**src/shared/tmpc_pkg.sv**
```systemverilog
// package: register map, reset values and sizes of the trace programming control
`default_nettype none
package tmpc_pkg;
  // ----------------------------------------------------------------
  // register offsets
  // ----------------------------------------------------------------
  localparam logic [11:0] OFF_MAIN_CONTROL = 12'h000;
  localparam logic [11:0] OFF_TRIGGER = 12'h008;
  localparam logic [11:0] OFF_STATUS = 12'h010;
  localparam logic [11:0] OFF_TRACE_EN_CTRL = 12'h024;
  localparam logic [11:0] OFF_COUNTER = 12'h170;
  localparam logic [11:0] OFF_SYNC_FREQ = 12'h1E0;
  localparam logic [11:0] OFF_EXT_IN_SEL = 12'h1EC;
  localparam logic [11:0] OFF_TRACE_ID = 12'h200;
  localparam logic [11:0] OFF_INTEG_CTRL = 12'hF00;
  localparam logic [11:0] OFF_LOCK_ACCESS = 12'hFB0;
  localparam logic [11:0] OFF_LOCK_STATUS = 12'hFB4;
  localparam logic [11:0] OFF_DEV_TYPE = 12'hFCC;
  // ----------------------------------------------------------------
  // reset values and field layout
  // ----------------------------------------------------------------
  localparam logic [31:0] MAIN_CONTROL_RESET = 32'h0000_0401;
  localparam logic [31:0] MAIN_CONTROL_MASK = 32'h3E00_D701;
  localparam int PROG_BIT = 10;
  localparam int POWER_DOWN_BIT = 0;
  localparam logic [11:0] SYNC_FREQ_RESET = 12'h400;
  localparam logic [6:0] TRACE_ID_RESET = 7'h00;
  localparam logic [31:0] DEV_TYPE_VALUE = 32'h0000_0013;
  localparam logic [31:0] LOCK_KEY = 32'hC5AC_CE55;
  localparam int STAT_OVF_BIT = 0;
  localparam int STAT_PROG_BIT = 1;
  localparam int STAT_STARTSTOP_BIT = 2;
  localparam int TEC_ALWAYS_BIT = 0;
  localparam int TEC_STARTSTOP_BIT = 1;
  // ----------------------------------------------------------------
  // sizes
  // ----------------------------------------------------------------
  localparam int PMU_EVENT_WIDTH = 52;
  localparam int FIFO_DEPTH = 18;
  localparam int FIFO_PTR_WIDTH = 5;
  localparam logic [31:0] OVERFLOW_MARK = 32'h0000_0005;
  typedef enum logic [3:0] {
    TG_HALT = 4'h1,
    TG_RUN = 4'h2,
    TG_WAIT = 4'h4,
    TG_MARK = 4'h8
  } tmpc_gen_type;
endpackage
`default_nettype wire
```
**src/hw/tmpc_fifo.sv**
```systemverilog
// module: trace word fifo in flip-flops
`default_nettype none
module tmpc_fifo (
  input wire logic clk_in,
  input wire logic rst_in,
  input wire logic flush_in,
  input wire logic push_in,
  input wire logic [31:0] data_in,
  input wire logic pop_in,
  output logic [31:0] data_out,
  output logic full_out,
  output logic empty_out
);
  logic [31:0] mem_q [tmpc_pkg::FIFO_DEPTH];
  logic [31:0] mem_d [tmpc_pkg::FIFO_DEPTH];
  logic [tmpc_pkg::FIFO_PTR_WIDTH-1:0] wr_q, wr_d, rd_q, rd_d, cnt_q, cnt_d;
  logic do_push, do_pop;

  function automatic logic [tmpc_pkg::FIFO_PTR_WIDTH-1:0] ptr_inc(
      input logic [tmpc_pkg::FIFO_PTR_WIDTH-1:0] p);
    if (p == 5'(tmpc_pkg::FIFO_DEPTH - 1)) begin
      return '0;
    end
    return p + 5'h01;
  endfunction

  always_comb begin
    full_out = (cnt_q == 5'(tmpc_pkg::FIFO_DEPTH));
    empty_out = (cnt_q == 5'h00);
    data_out = mem_q[rd_q];
    do_push = push_in && !full_out;
    do_pop = pop_in && !empty_out;
    mem_d = mem_q;
    wr_d = wr_q;
    rd_d = rd_q;
    cnt_d = cnt_q;
    if (do_push) begin
      mem_d[wr_q] = data_in;
      wr_d = ptr_inc(wr_q);
    end
    if (do_pop) begin
      rd_d = ptr_inc(rd_q);
    end
    if (do_push && !do_pop) begin
      cnt_d = cnt_q + 5'h01;
    end else if (do_pop && !do_push) begin
      cnt_d = cnt_q - 5'h01;
    end
    if (flush_in) begin
      wr_d = '0;
      rd_d = '0;
      cnt_d = '0;
    end
  end

  always_ff @(posedge clk_in or posedge rst_in) begin
    if (rst_in) begin
      wr_q <= '0;
      rd_q <= '0;
      cnt_q <= '0;
      for (int i = 0; i < tmpc_pkg::FIFO_DEPTH; i++) begin
        mem_q[i] <= '0;
      end
    end else begin
      wr_q <= wr_d;
      rd_q <= rd_d;
      cnt_q <= cnt_d;
      mem_q <= mem_d;
    end
  end
endmodule
`default_nettype wire

```
**src/hw/tmpc_top.sv**
```systemverilog
// module: trace macrocell reset, programming mode and register port
//
// Overview of operation
// - main control reset only by power-on reset
// - after macrocell reset, no trace until reprogrammed
// - trace survives processor reset; last waypoint may drop
// - programming mode drains fifo, then stops trace
// - programming mode freezes counter, sequencer, start/stop
// - programming mode drives external outputs low
// - other register bits clear on system or macrocell reset
// - macrocell reset initialises control, sync, id, management
// - lock access, software and debugger accesses distinguished
// - registers at fixed offsets from integrator base
// - performance event input bus is 52 bits
// - programming bit comes out of reset set
// - fifo full marks overflow, waits for empty
`default_nettype none
module tmpc_top (
  input wire logic clk_in,
  input wire logic rst_in,
  input wire logic power_on_reset_n_in,
  input wire logic sys_reset_in,
  input wire logic cpu_reset_in,
  input wire logic psel_in,
  input wire logic penable_in,
  input wire logic pwrite_in,
  input wire logic [11:0] paddr_in,
  input wire logic [31:0] pwdata_in,
  input wire logic paddr_dbg_in,
  output logic [31:0] prdata_out,
  output logic pready_out,
  output logic pslverr_out,
  input wire logic waypoint_valid_in,
  input wire logic [31:0] waypoint_data_in,
  input wire logic [tmpc_pkg::PMU_EVENT_WIDTH-1:0] pmu_event_in,
  input wire logic [3:0] ext_in_in,
  output logic [1:0] ext_out_out,
  output logic trace_valid_out,
  output logic [31:0] trace_data_out,
  input wire logic trace_ready_in
);
  // ----------------------------------------------------------------
  // state
  // ----------------------------------------------------------------
  logic [31:0] mc_q, mc_d, trig_q, trig_d, tec_q, tec_d, prdata_q, prdata_d;
  logic [31:0] tdata_q, tdata_d;
  logic [15:0] cnt_q, cnt_d, exsel_q, exsel_d;
  logic [11:0] sync_q, sync_d;
  logic [6:0] trid_q, trid_d;
  logic [1:0] seq_q, seq_d, extout_q, extout_d;
  logic ss_q, ss_d, itc_q, itc_d, lock_q, lock_d, ovf_q, ovf_d;
  logic tvalid_q, tvalid_d, pready_q;
  tmpc_pkg::tmpc_gen_type st_q, st_d;
  logic macro_rst, prog, gen_en, wp_ok, wr_en, rd_setup, cnt_evt, seq_evt;
  logic fifo_push, fifo_pop, fifo_full, fifo_empty, stat_prog;
  logic [31:0] fifo_din, fifo_dout;

  function automatic logic pick_event(input logic [tmpc_pkg::PMU_EVENT_WIDTH-1:0] bus,
                                      input logic [7:0] idx);
    if (idx >= 8'(tmpc_pkg::PMU_EVENT_WIDTH)) begin
      return 1'b0;
    end
    return bus[idx[5:0]];
  endfunction

  tmpc_fifo u_fifo (
    .clk_in(clk_in),
    .rst_in(rst_in),
    .flush_in(macro_rst),
    .push_in(fifo_push),
    .data_in(fifo_din),
    .pop_in(fifo_pop),
    .data_out(fifo_dout),
    .full_out(fifo_full),
    .empty_out(fifo_empty)
  );

  // ----------------------------------------------------------------
  // next state
  // ----------------------------------------------------------------
  always_comb begin
    macro_rst = !power_on_reset_n_in;
    prog = mc_q[tmpc_pkg::PROG_BIT];
    rd_setup = psel_in && !penable_in;
    // software writes other than to lock access are dropped while locked; debugger passes freely
    wr_en = psel_in && penable_in && pwrite_in &&
            (paddr_dbg_in || !lock_q || paddr_in == tmpc_pkg::OFF_LOCK_ACCESS);
    stat_prog = prog && fifo_empty && !tvalid_q;
    wp_ok = waypoint_valid_in && !cpu_reset_in;
    gen_en = !prog && !mc_q[tmpc_pkg::POWER_DOWN_BIT] && (tec_q[tmpc_pkg::TEC_ALWAYS_BIT] ||
             (tec_q[tmpc_pkg::TEC_STARTSTOP_BIT] && ss_q));
    cnt_evt = pick_event(pmu_event_in, exsel_q[7:0]);
    seq_evt = pick_event(pmu_event_in, exsel_q[15:8]);
    mc_d = mc_q;
    trig_d = trig_q;
    tec_d = tec_q;
    cnt_d = cnt_q;
    exsel_d = exsel_q;
    sync_d = sync_q;
    trid_d = trid_q;
    seq_d = seq_q;
    ss_d = ss_q;
    itc_d = itc_q;
    lock_d = lock_q;
    ovf_d = ovf_q;
    st_d = st_q;
    fifo_push = 1'b0;
    fifo_din = waypoint_data_in;
    // resources move only outside programming mode
    if (!prog) begin
      if (cnt_evt && cnt_q != 16'h0000) begin
        cnt_d = cnt_q - 16'h0001;
      end
      if (seq_evt) begin
        seq_d = seq_q + 2'h1;
      end
      if (ext_in_in[0]) begin
        ss_d = 1'b1;
      end else if (ext_in_in[1]) begin
        ss_d = 1'b0;
      end
    end
    // trace generation
    unique case (st_q)
      tmpc_pkg::TG_HALT: begin
        if (gen_en) begin
          st_d = tmpc_pkg::TG_RUN;
        end
      end
      tmpc_pkg::TG_RUN: begin
        if (!gen_en) begin
          st_d = tmpc_pkg::TG_HALT;
        end else if (wp_ok && fifo_full) begin
          st_d = tmpc_pkg::TG_WAIT;
        end else if (wp_ok) begin
          fifo_push = 1'b1;
        end
      end
      tmpc_pkg::TG_WAIT: begin
        if (fifo_empty) begin
          st_d = tmpc_pkg::TG_MARK;
        end
      end
      tmpc_pkg::TG_MARK: begin
        fifo_push = 1'b1;
        fifo_din = tmpc_pkg::OVERFLOW_MARK;
        st_d = gen_en ? tmpc_pkg::TG_RUN : tmpc_pkg::TG_HALT;
      end
      default: st_d = tmpc_pkg::TG_HALT;
    endcase
    // register writes
    if (wr_en) begin
      unique case (paddr_in)
        tmpc_pkg::OFF_MAIN_CONTROL: mc_d = pwdata_in & tmpc_pkg::MAIN_CONTROL_MASK;
        tmpc_pkg::OFF_TRIGGER: trig_d = pwdata_in;
        tmpc_pkg::OFF_TRACE_EN_CTRL: tec_d = pwdata_in;
        tmpc_pkg::OFF_COUNTER: cnt_d = pwdata_in[15:0];
        tmpc_pkg::OFF_EXT_IN_SEL: exsel_d = pwdata_in[15:0];
        tmpc_pkg::OFF_SYNC_FREQ: sync_d = pwdata_in[11:0];
        tmpc_pkg::OFF_TRACE_ID: trid_d = pwdata_in[6:0];
        tmpc_pkg::OFF_INTEG_CTRL: itc_d = pwdata_in[0];
        tmpc_pkg::OFF_LOCK_ACCESS: lock_d = (pwdata_in != tmpc_pkg::LOCK_KEY);
        tmpc_pkg::OFF_STATUS: begin
          if (pwdata_in[tmpc_pkg::STAT_OVF_BIT]) begin
            ovf_d = 1'b0;
          end
        end
        default: ;
      endcase
    end
    // a new overflow beats a clear in the same cycle
    if (st_q == tmpc_pkg::TG_RUN && gen_en && wp_ok && fifo_full) begin
      ovf_d = 1'b1;
    end
    // system reset clears all but main control, sync, id and management
    if (sys_reset_in || macro_rst) begin
      trig_d = '0;
      tec_d = '0;
      cnt_d = '0;
      exsel_d = '0;
      seq_d = '0;
      ss_d = 1'b0;
      ovf_d = 1'b0;
    end
    if (macro_rst) begin
      mc_d = tmpc_pkg::MAIN_CONTROL_RESET;
      sync_d = tmpc_pkg::SYNC_FREQ_RESET;
      trid_d = tmpc_pkg::TRACE_ID_RESET;
      itc_d = 1'b0;
      lock_d = 1'b1;
      st_d = tmpc_pkg::TG_HALT;
      fifo_push = 1'b0;
    end
    extout_d = prog ? 2'h0 : {ss_q, cnt_q == 16'h0000};
    // output stage keeps draining in programming mode
    fifo_pop = !macro_rst && (!tvalid_q || trace_ready_in) && !fifo_empty;
    tvalid_d = tvalid_q && !trace_ready_in;
    tdata_d = tdata_q;
    if (fifo_pop) begin
      tvalid_d = 1'b1;
      tdata_d = fifo_dout;
    end
    if (macro_rst) begin
      tvalid_d = 1'b0;
    end
    // read data prepared in setup phase; unmapped reads as zero
    prdata_d = prdata_q;
    if (rd_setup) begin
      unique case (paddr_in)
        tmpc_pkg::OFF_MAIN_CONTROL: prdata_d = mc_q;
        tmpc_pkg::OFF_TRIGGER: prdata_d = trig_q;
        tmpc_pkg::OFF_STATUS: prdata_d = {29'h0, ss_q, stat_prog, ovf_q};
        tmpc_pkg::OFF_TRACE_EN_CTRL: prdata_d = tec_q;
        tmpc_pkg::OFF_COUNTER: prdata_d = {16'h0, cnt_q};
        tmpc_pkg::OFF_SYNC_FREQ: prdata_d = {20'h0, sync_q};
        tmpc_pkg::OFF_EXT_IN_SEL: prdata_d = {16'h0, exsel_q};
        tmpc_pkg::OFF_TRACE_ID: prdata_d = {25'h0, trid_q};
        tmpc_pkg::OFF_INTEG_CTRL: prdata_d = {31'h0, itc_q};
        tmpc_pkg::OFF_LOCK_STATUS: prdata_d = {30'h0, lock_q && !paddr_dbg_in, !paddr_dbg_in};
        tmpc_pkg::OFF_DEV_TYPE: prdata_d = tmpc_pkg::DEV_TYPE_VALUE;
        default: prdata_d = 32'h0000_0000;
      endcase
    end
  end

  // ----------------------------------------------------------------
  // registers
  // ----------------------------------------------------------------
  always_ff @(posedge clk_in or posedge rst_in) begin
    if (rst_in) begin
      mc_q <= tmpc_pkg::MAIN_CONTROL_RESET;
      trig_q <= '0;
      tec_q <= '0;
      cnt_q <= '0;
      exsel_q <= '0;
      sync_q <= tmpc_pkg::SYNC_FREQ_RESET;
      trid_q <= tmpc_pkg::TRACE_ID_RESET;
      seq_q <= '0;
      ss_q <= 1'b0;
      itc_q <= 1'b0;
      lock_q <= 1'b1;
      ovf_q <= 1'b0;
      st_q <= tmpc_pkg::TG_HALT;
      extout_q <= '0;
      tvalid_q <= 1'b0;
      tdata_q <= '0;
      prdata_q <= '0;
      pready_q <= 1'b0;
    end else begin
      mc_q <= mc_d;
      trig_q <= trig_d;
      tec_q <= tec_d;
      cnt_q <= cnt_d;
      exsel_q <= exsel_d;
      sync_q <= sync_d;
      trid_q <= trid_d;
      seq_q <= seq_d;
      ss_q <= ss_d;
      itc_q <= itc_d;
      lock_q <= lock_d;
      ovf_q <= ovf_d;
      st_q <= st_d;
      extout_q <= extout_d;
      tvalid_q <= tvalid_d;
      tdata_q <= tdata_d;
      prdata_q <= prdata_d;
      pready_q <= 1'b1;
    end
  end

  assign prdata_out = prdata_q;
  assign pready_out = pready_q;
  assign pslverr_out = 1'b0;
  assign ext_out_out = extout_q;
  assign trace_valid_out = tvalid_q;
  assign trace_data_out = tdata_q;

  // ----------------------------------------------------------------
  // checks
  // ----------------------------------------------------------------
  AST_MC_POR: assert property (@(posedge clk_in) disable iff (rst_in)
    !power_on_reset_n_in |=> mc_q == tmpc_pkg::MAIN_CONTROL_RESET && st_q == tmpc_pkg::TG_HALT)
    else $error("macrocell reset did not restore main control");
  AST_MC_SYS_KEEP: assert property (@(posedge clk_in) disable iff (rst_in)
    sys_reset_in && power_on_reset_n_in && !wr_en |=> $stable(mc_q))
    else $error("system reset altered main control");
  AST_SYS_CLEAR: assert property (@(posedge clk_in) disable iff (rst_in)
    sys_reset_in |=> cnt_q == 16'h0000 && tec_q == 32'h0 && !ss_q)
    else $error("system reset left a register set");
  AST_FREEZE: assert property (@(posedge clk_in) disable iff (rst_in)
    prog && !wr_en && !sys_reset_in && power_on_reset_n_in |=> $stable(cnt_q) && $stable(seq_q)
      && $stable(ss_q))
    else $error("resource moved in programming mode");
  AST_EXT_LOW: assert property (@(posedge clk_in) disable iff (rst_in)
    $past(prog) |-> ext_out_out == 2'h0)
    else $error("external output high in programming mode");
  AST_NO_NEW_TRACE: assert property (@(posedge clk_in) disable iff (rst_in)
    prog && st_q != tmpc_pkg::TG_MARK |-> !fifo_push)
    else $error("trace generated in programming mode");
  AST_OVERFLOW: assert property (@(posedge clk_in) disable iff (rst_in)
    st_q == tmpc_pkg::TG_RUN && gen_en && wp_ok && fifo_full && power_on_reset_n_in
      && !sys_reset_in |=> st_q == tmpc_pkg::TG_WAIT && ovf_q)
    else $error("overflow not handled");
  AST_WAIT_EMPTY: assert property (@(posedge clk_in) disable iff (rst_in)
    st_q == tmpc_pkg::TG_WAIT && !fifo_empty && power_on_reset_n_in
      |-> !fifo_push ##1 st_q == tmpc_pkg::TG_WAIT)
    else $error("trace generated before fifo emptied");
  AST_RESET_SILENT: assert property (@(posedge clk_in) disable iff (rst_in)
    !power_on_reset_n_in ##1 power_on_reset_n_in |-> !trace_valid_out ##1 !fifo_push [*2])
    else $error("trace after macrocell reset");
  AST_LOCKED: assert property (@(posedge clk_in) disable iff (rst_in)
    psel_in && penable_in && pwrite_in && !paddr_dbg_in && lock_q && power_on_reset_n_in
      && paddr_in == tmpc_pkg::OFF_TRACE_ID && !sys_reset_in |=> $stable(trid_q))
    else $error("locked software write took effect");
  AST_STATUS_READ: assert property (@(posedge clk_in) disable iff (rst_in)
    rd_setup && paddr_in == tmpc_pkg::OFF_STATUS |=> prdata_out[1] == $past(stat_prog))
    else $error("status programming bit wrong");
endmodule
`default_nettype wire

```
**config.mk**
```make
export PLATFORM = sky130hd
export DESIGN_NAME = tmpc_top
export DESIGN_NICKNAME = d
export VERILOG_FILES = /design/src/shared/tmpc_pkg.sv /design/src/hw/tmpc_fifo.sv /design/src/hw/tmpc_top.sv
export SDC_FILE = /design/constraint.sdc
export NUM_CORES = 2
export LEC_CHECK = 0
export CAP_MARGIN = 20
export CORE_ASPECT_RATIO = 0.7
export CORE_UTILIZATION = 45
export DETAILED_ROUTE_END_ITERATION = 8
export DONT_BUFFER_PORTS = 1
export GPL_ROUTABILITY_DRIVEN = 0
export PLACE_DENSITY_LB_ADDON = 0.25
export SETUP_SLACK_MARGIN = 0.02
export SLEW_MARGIN = 20
export SYNTH_ARGS = -nofsm -noshare
export SYNTH_HDL_FRONTEND = slang
export SYNTH_HIERARCHICAL = 1
export SYNTH_SLANG_ARGS = --single-unit
```
**constraint.sdc**
```tcl
create_clock -name clk_in -period 21.4 [get_ports clk_in]
set_clock_uncertainty 0.05 [all_clocks]
set_input_delay 2.14 -clock clk_in [delete_from_list [all_inputs] [get_ports clk_in]]
set_output_delay 2.14 -clock clk_in [all_outputs]
set_load 0.01 [all_outputs]
```
==> flow_summary.json <==
{
  "outcome": "finished clean",
  "hold_path_class": "reg2reg",
  "dpl_worst_slack_ps": 16070,
  "synth_flop_cell": "dfrtp_1",
  "cts-buffers-inserted": 80,
  "finish.net_count": 2937,
  "vias_in_the_first_global_route": 24773,
  "drt_iter0_markers": 2208,
  "synthCells": 2871,
  "grt_first_pass_wirelength_um": 153900,
  "clkPwrFrac": 0.465,
  "layout_setup_ws_ps": 16550,
  "overflow": 0,
  "most_area_consuming_cells_after_synthesis": "dfrtp_1 53%, mux2_2 19%, mux2i_1 6.0%, mux4_2 4.3%, nand2_1 2.1%",
  "crit_path_start": "paddr_in[3]",
  "cts_hold_buffers": 0,
  "seq_area_frac_synth": 0.5355,
  "synth.largest_area_cell": "dfrtp_1",
  "fmax_ghz": 0.2060,
  "critical_path_class": "in2reg",
  "core.rowCount": 87,
  "drc_errors": 0,
  "ctsResizeCount": 0,
  "die_height_um": 242.3,
  "reg2regPathDepth": 11,
  "max-cap-violations": 0,
  "cp.arrival_ps": 5260,
  "syn-num-nets": 3026,
  "post_cts_buffers": 0,
  "path_max_fanout": 26,
  "yosysMostFrequentCell": "dfrtp_1",
  "detailedPlacementHpwl_um": 59570,
  "unrepaired_setup_endpoints_after_global_routing": "false",
  "count_of_flip_flops_with_a_built_in_enable_after_synthesis": 0,
  "max_stage_delay_ps": 910,
  "critical_path.most_common_cell": "nand2_1",
  "netSwitchingPower_uw": 682.5,
  "power-per-cell-area_nw_per_um2": 74.98,
  "cell_internal_pwr_uw": 2384,
  "critical_path_buf_inv_count": 0,
  "postSynth.asyncResetShare": 1.000,
  "ys_seq_elements": 794,
  "crit_chain": "nor4_1 > nand2_1 > nor2_1 > nand3_1 > nand2_1 > o221a_2 > a21oi_1",
  "period_needed_ps": 4854,
  "r2r-end": "u_fifo/mem_q[113]$_DFFE_PP0P_",
  "fp.coreArea_sq_um": 81100,
  "clkTransAtPathRegs_ps": 70,
  "clock_latency_ps": 640,
  "cellLeakagePower_uw": 0.01885,
  "share_seq_of_total_power": 0.506,
  "via_count": 24044,
  "floorplan.initialDensity": 0.4577,
  "area_growth_pct": 10.20,
  "timing.critical_path.max_delay_family": "simple AND/OR/NAND/NOR gates",
  "worst_slew_pin_slew_ps": 1173,
  "post_route_cells_drive_above_1_share": 0.3363,
  "post_drt_wl_per_cell_um": 25.61,
  "io_buffers": 0,
  "cts_root_buffer": "clkbuf_16",
  "reg2reg_slack_ps": 17010,
  "boundaryPins": 212,
  "route.final.wire_length_um": 100200,
  "yosys_warnings": 6,
  "drt_first_pass_iters": 8,
  "gate_power_share": 0.029,
  "clock_path_buffers": 3,
  "die-width_um": 345.3,
  "worst_path_max_delay_cell": "nand3_1",
  "routed_via_density": 6.146,
  "critical_path.reg2reg.startpoint": "ss_q$_DFFE_PP0P_",
  "yosys.cell_types.count": 78,
  "clock-sinks": 794,
  "grt_start_max_net_pins": 203,
  "grt_usage": 0.2393,
  "syn_area_per_cell_sq_um": 12.93,
  "ys_top_cells_by_count": "789 x dfrtp_1, 615 x mux2_2, 223 x mux2i_1",
  "antenna_left": 0,
  "worst_ir_drop_vdd_uv": 62.78,
  "p_sw_frac": 0.2225,
  "max-slew-margin-rel": 0.2070,
  "critical_path_cell_count": 7,
  "report.final.setup_viol": 0,
  "setup_tns_ps": 0,
  "synth.cell_area_sq_um": 37120,
  "critical_path.endpoint_type": "flip-flop",
  "yosys.area.top_type_share": 0.5320,
  "timing.final.hold_violations": 0,
  "final_min_period_over_clock_period": 0.2268,
  "cp_data_required_time_ps": 21810,
  "cp-start-kind": "primary input",
  "antenna_found_initial": 11,
  "design.die.area_sq_um": 83650,
  "worst_setup_path_end": "cnt_q[11]$_DFF_PP0_",
  "drv_slew": 0,
  "ctsHtreeMaxLevel": 3,
  "tritoncts_clock_tree": "done"
}
cell families after synthesis:
| group | Yosys count | share of synthesized area |
|---|---|---|
| other | 2 | 0.0002023 |
| AND/OR/NAND/NOR | 542 | 0.07062 |
| flip-flops | 794 | 0.5355 |
| AO/OA/AOI/OAI | 348 | 0.06479 |
| XOR/XNOR | 13 | 0.003068 |
| adder cells (fa/ha/maj) | 12 | 0.004248 |
| buffers and inverters | 245 | 0.02751 |
| multiplexers | 915 | 0.2941 |
through the flow:
stage               instances  area (sq um)  hold WS, ps    util  power (uW)
floorplan                2871         37120        413.7       -        1640
global placement         3764         38090        423.5  0.4697        1664
detailed placement       3765         38110        436.9  0.4699        1669
CTS                      3902         40760        450.1  0.5026        3101
global route             3907         40890        459.6  0.5042        3175
finish                   3912         40900        447.4  0.5044        3067
sequential cells by signal, indices dropped and copies added (netlist names), 2 cells and up:
signal	count
u_fifo/mem_q	576
prdata_out	32
tec_q	32
trace_data_out	32
trig_q	32
cnt_q	16
exsel_q	16
mc_q	12
sync_q	12
trid_q	7
u_fifo/cnt_q	5
u_fifo/rd_q	5
u_fifo/wr_q	5
st_q	4
ext_out_out	2
power groups by stage:
| stage | registers [uW] | clock network (uW) | logic (uW) |
|---|---|---|---|
| 2_1_floorplan | 1570 | 0 | 66.8 |
| 3_3_place_gp | 1580 | 0 | 83.4 |
| 3_5_place_dp | 1580 | 0 | 88.2 |
| 4_1_cts | 1550 | 1460 | 88.7 |
| 5_1_grt | 1550 | 1520 | 100 |
| 6_report | 1550 | 1430 | 88.2 |
worst min path at each step:
| stage | start | to | slack (ps) | cells past startpoint |
|---|---|---|---|---|
| 2_1_floorplan | sync_q[10]$_DFFE_PP1P_ | sync_q[10]$_DFFE_PP1P_ | 410 | 2 |
| 3_5_place_dp | u_fifo/mem_q[246]$_DFFE_PP0P_ | u_fifo/mem_q[246]$_DFFE_PP0P_ | 440 | 1 |
| 4_1_cts | u_fifo/mem_q[254]$_DFFE_PP0P_ | u_fifo/mem_q[254]$_DFFE_PP0P_ | 450 | 1 |
| 5_1_grt | u_fifo/mem_q[374]$_DFFE_PP0P_ | u_fifo/mem_q[374]$_DFFE_PP0P_ | 460 | 1 |
| 6_report | u_fifo/mem_q[254]$_DFFE_PP0P_ | u_fifo/mem_q[254]$_DFFE_PP0P_ | 450 | 1 |
| 3_3_place_gp | sync_q[10]$_DFFE_PP1P_ | sync_q[10]$_DFFE_PP1P_ | 420 | 2 |
worst reg2reg max path, cell delays in order (launching register included):
cell and delay, ps:
dfrtp_1 460, a21oi_1 100, nor3_1 520, nand4b_1 290, nor4b_1 330, nor2_1 80, nor2_1 160, inv_1 170
a2111oi_4 790, nand3_2 450, buf_4 450, mux2_2 410
cell type report:
| cell class | count | area (sq um) |
|---|---|---|
| Clock buffer | 119 | 2402 |
| Clock inverter | 18 | 252.7 |
| Tap cell | 1068 | 1336 |
| Fill cell | 6793 | 40190 |
| Inverter | 18 | 82.58 |
| Multi-Input combinational cell | 1832 | 16430 |
| Antenna cell | 7 | 17.52 |
| Timing Repair Buffer | 56 | 501.7 |
| Sequential cell | 794 | 19880 |
cell usage in the layout, fill, tap and decap left out, types with 12 or more instances in the layout:
master	instances
dfrtp_1	787
mux2_2	615
mux2i_1	223
nand2_1	202
a21oi_1	113
nor2_1	87
clkbuf_16	83
nand3_1	81
a22oi_1	73
mux4_2	71
buf_4	50
o21ai_0	38
o221ai_1	32
nor2b_2	28
nor2b_1	20
a222oi_1	20
clkbuf_8	19
a221oi_1	17
clkbuf_1	17
inv_1	14
nor4_1	13
xnor2_1	12
layer usage:
metal,part of all wire,vias up,wire [um],track usage
met1,0.45,12661,45320,0.3473
met3,0.074,188,7376,0.04830
met4,0.025,0,2476,0.06657
met5,0,-,0,0
li1,-,10351,-,-
met2,0.45,844,45000,0.3645
Power figures use the tool's default switching activity.
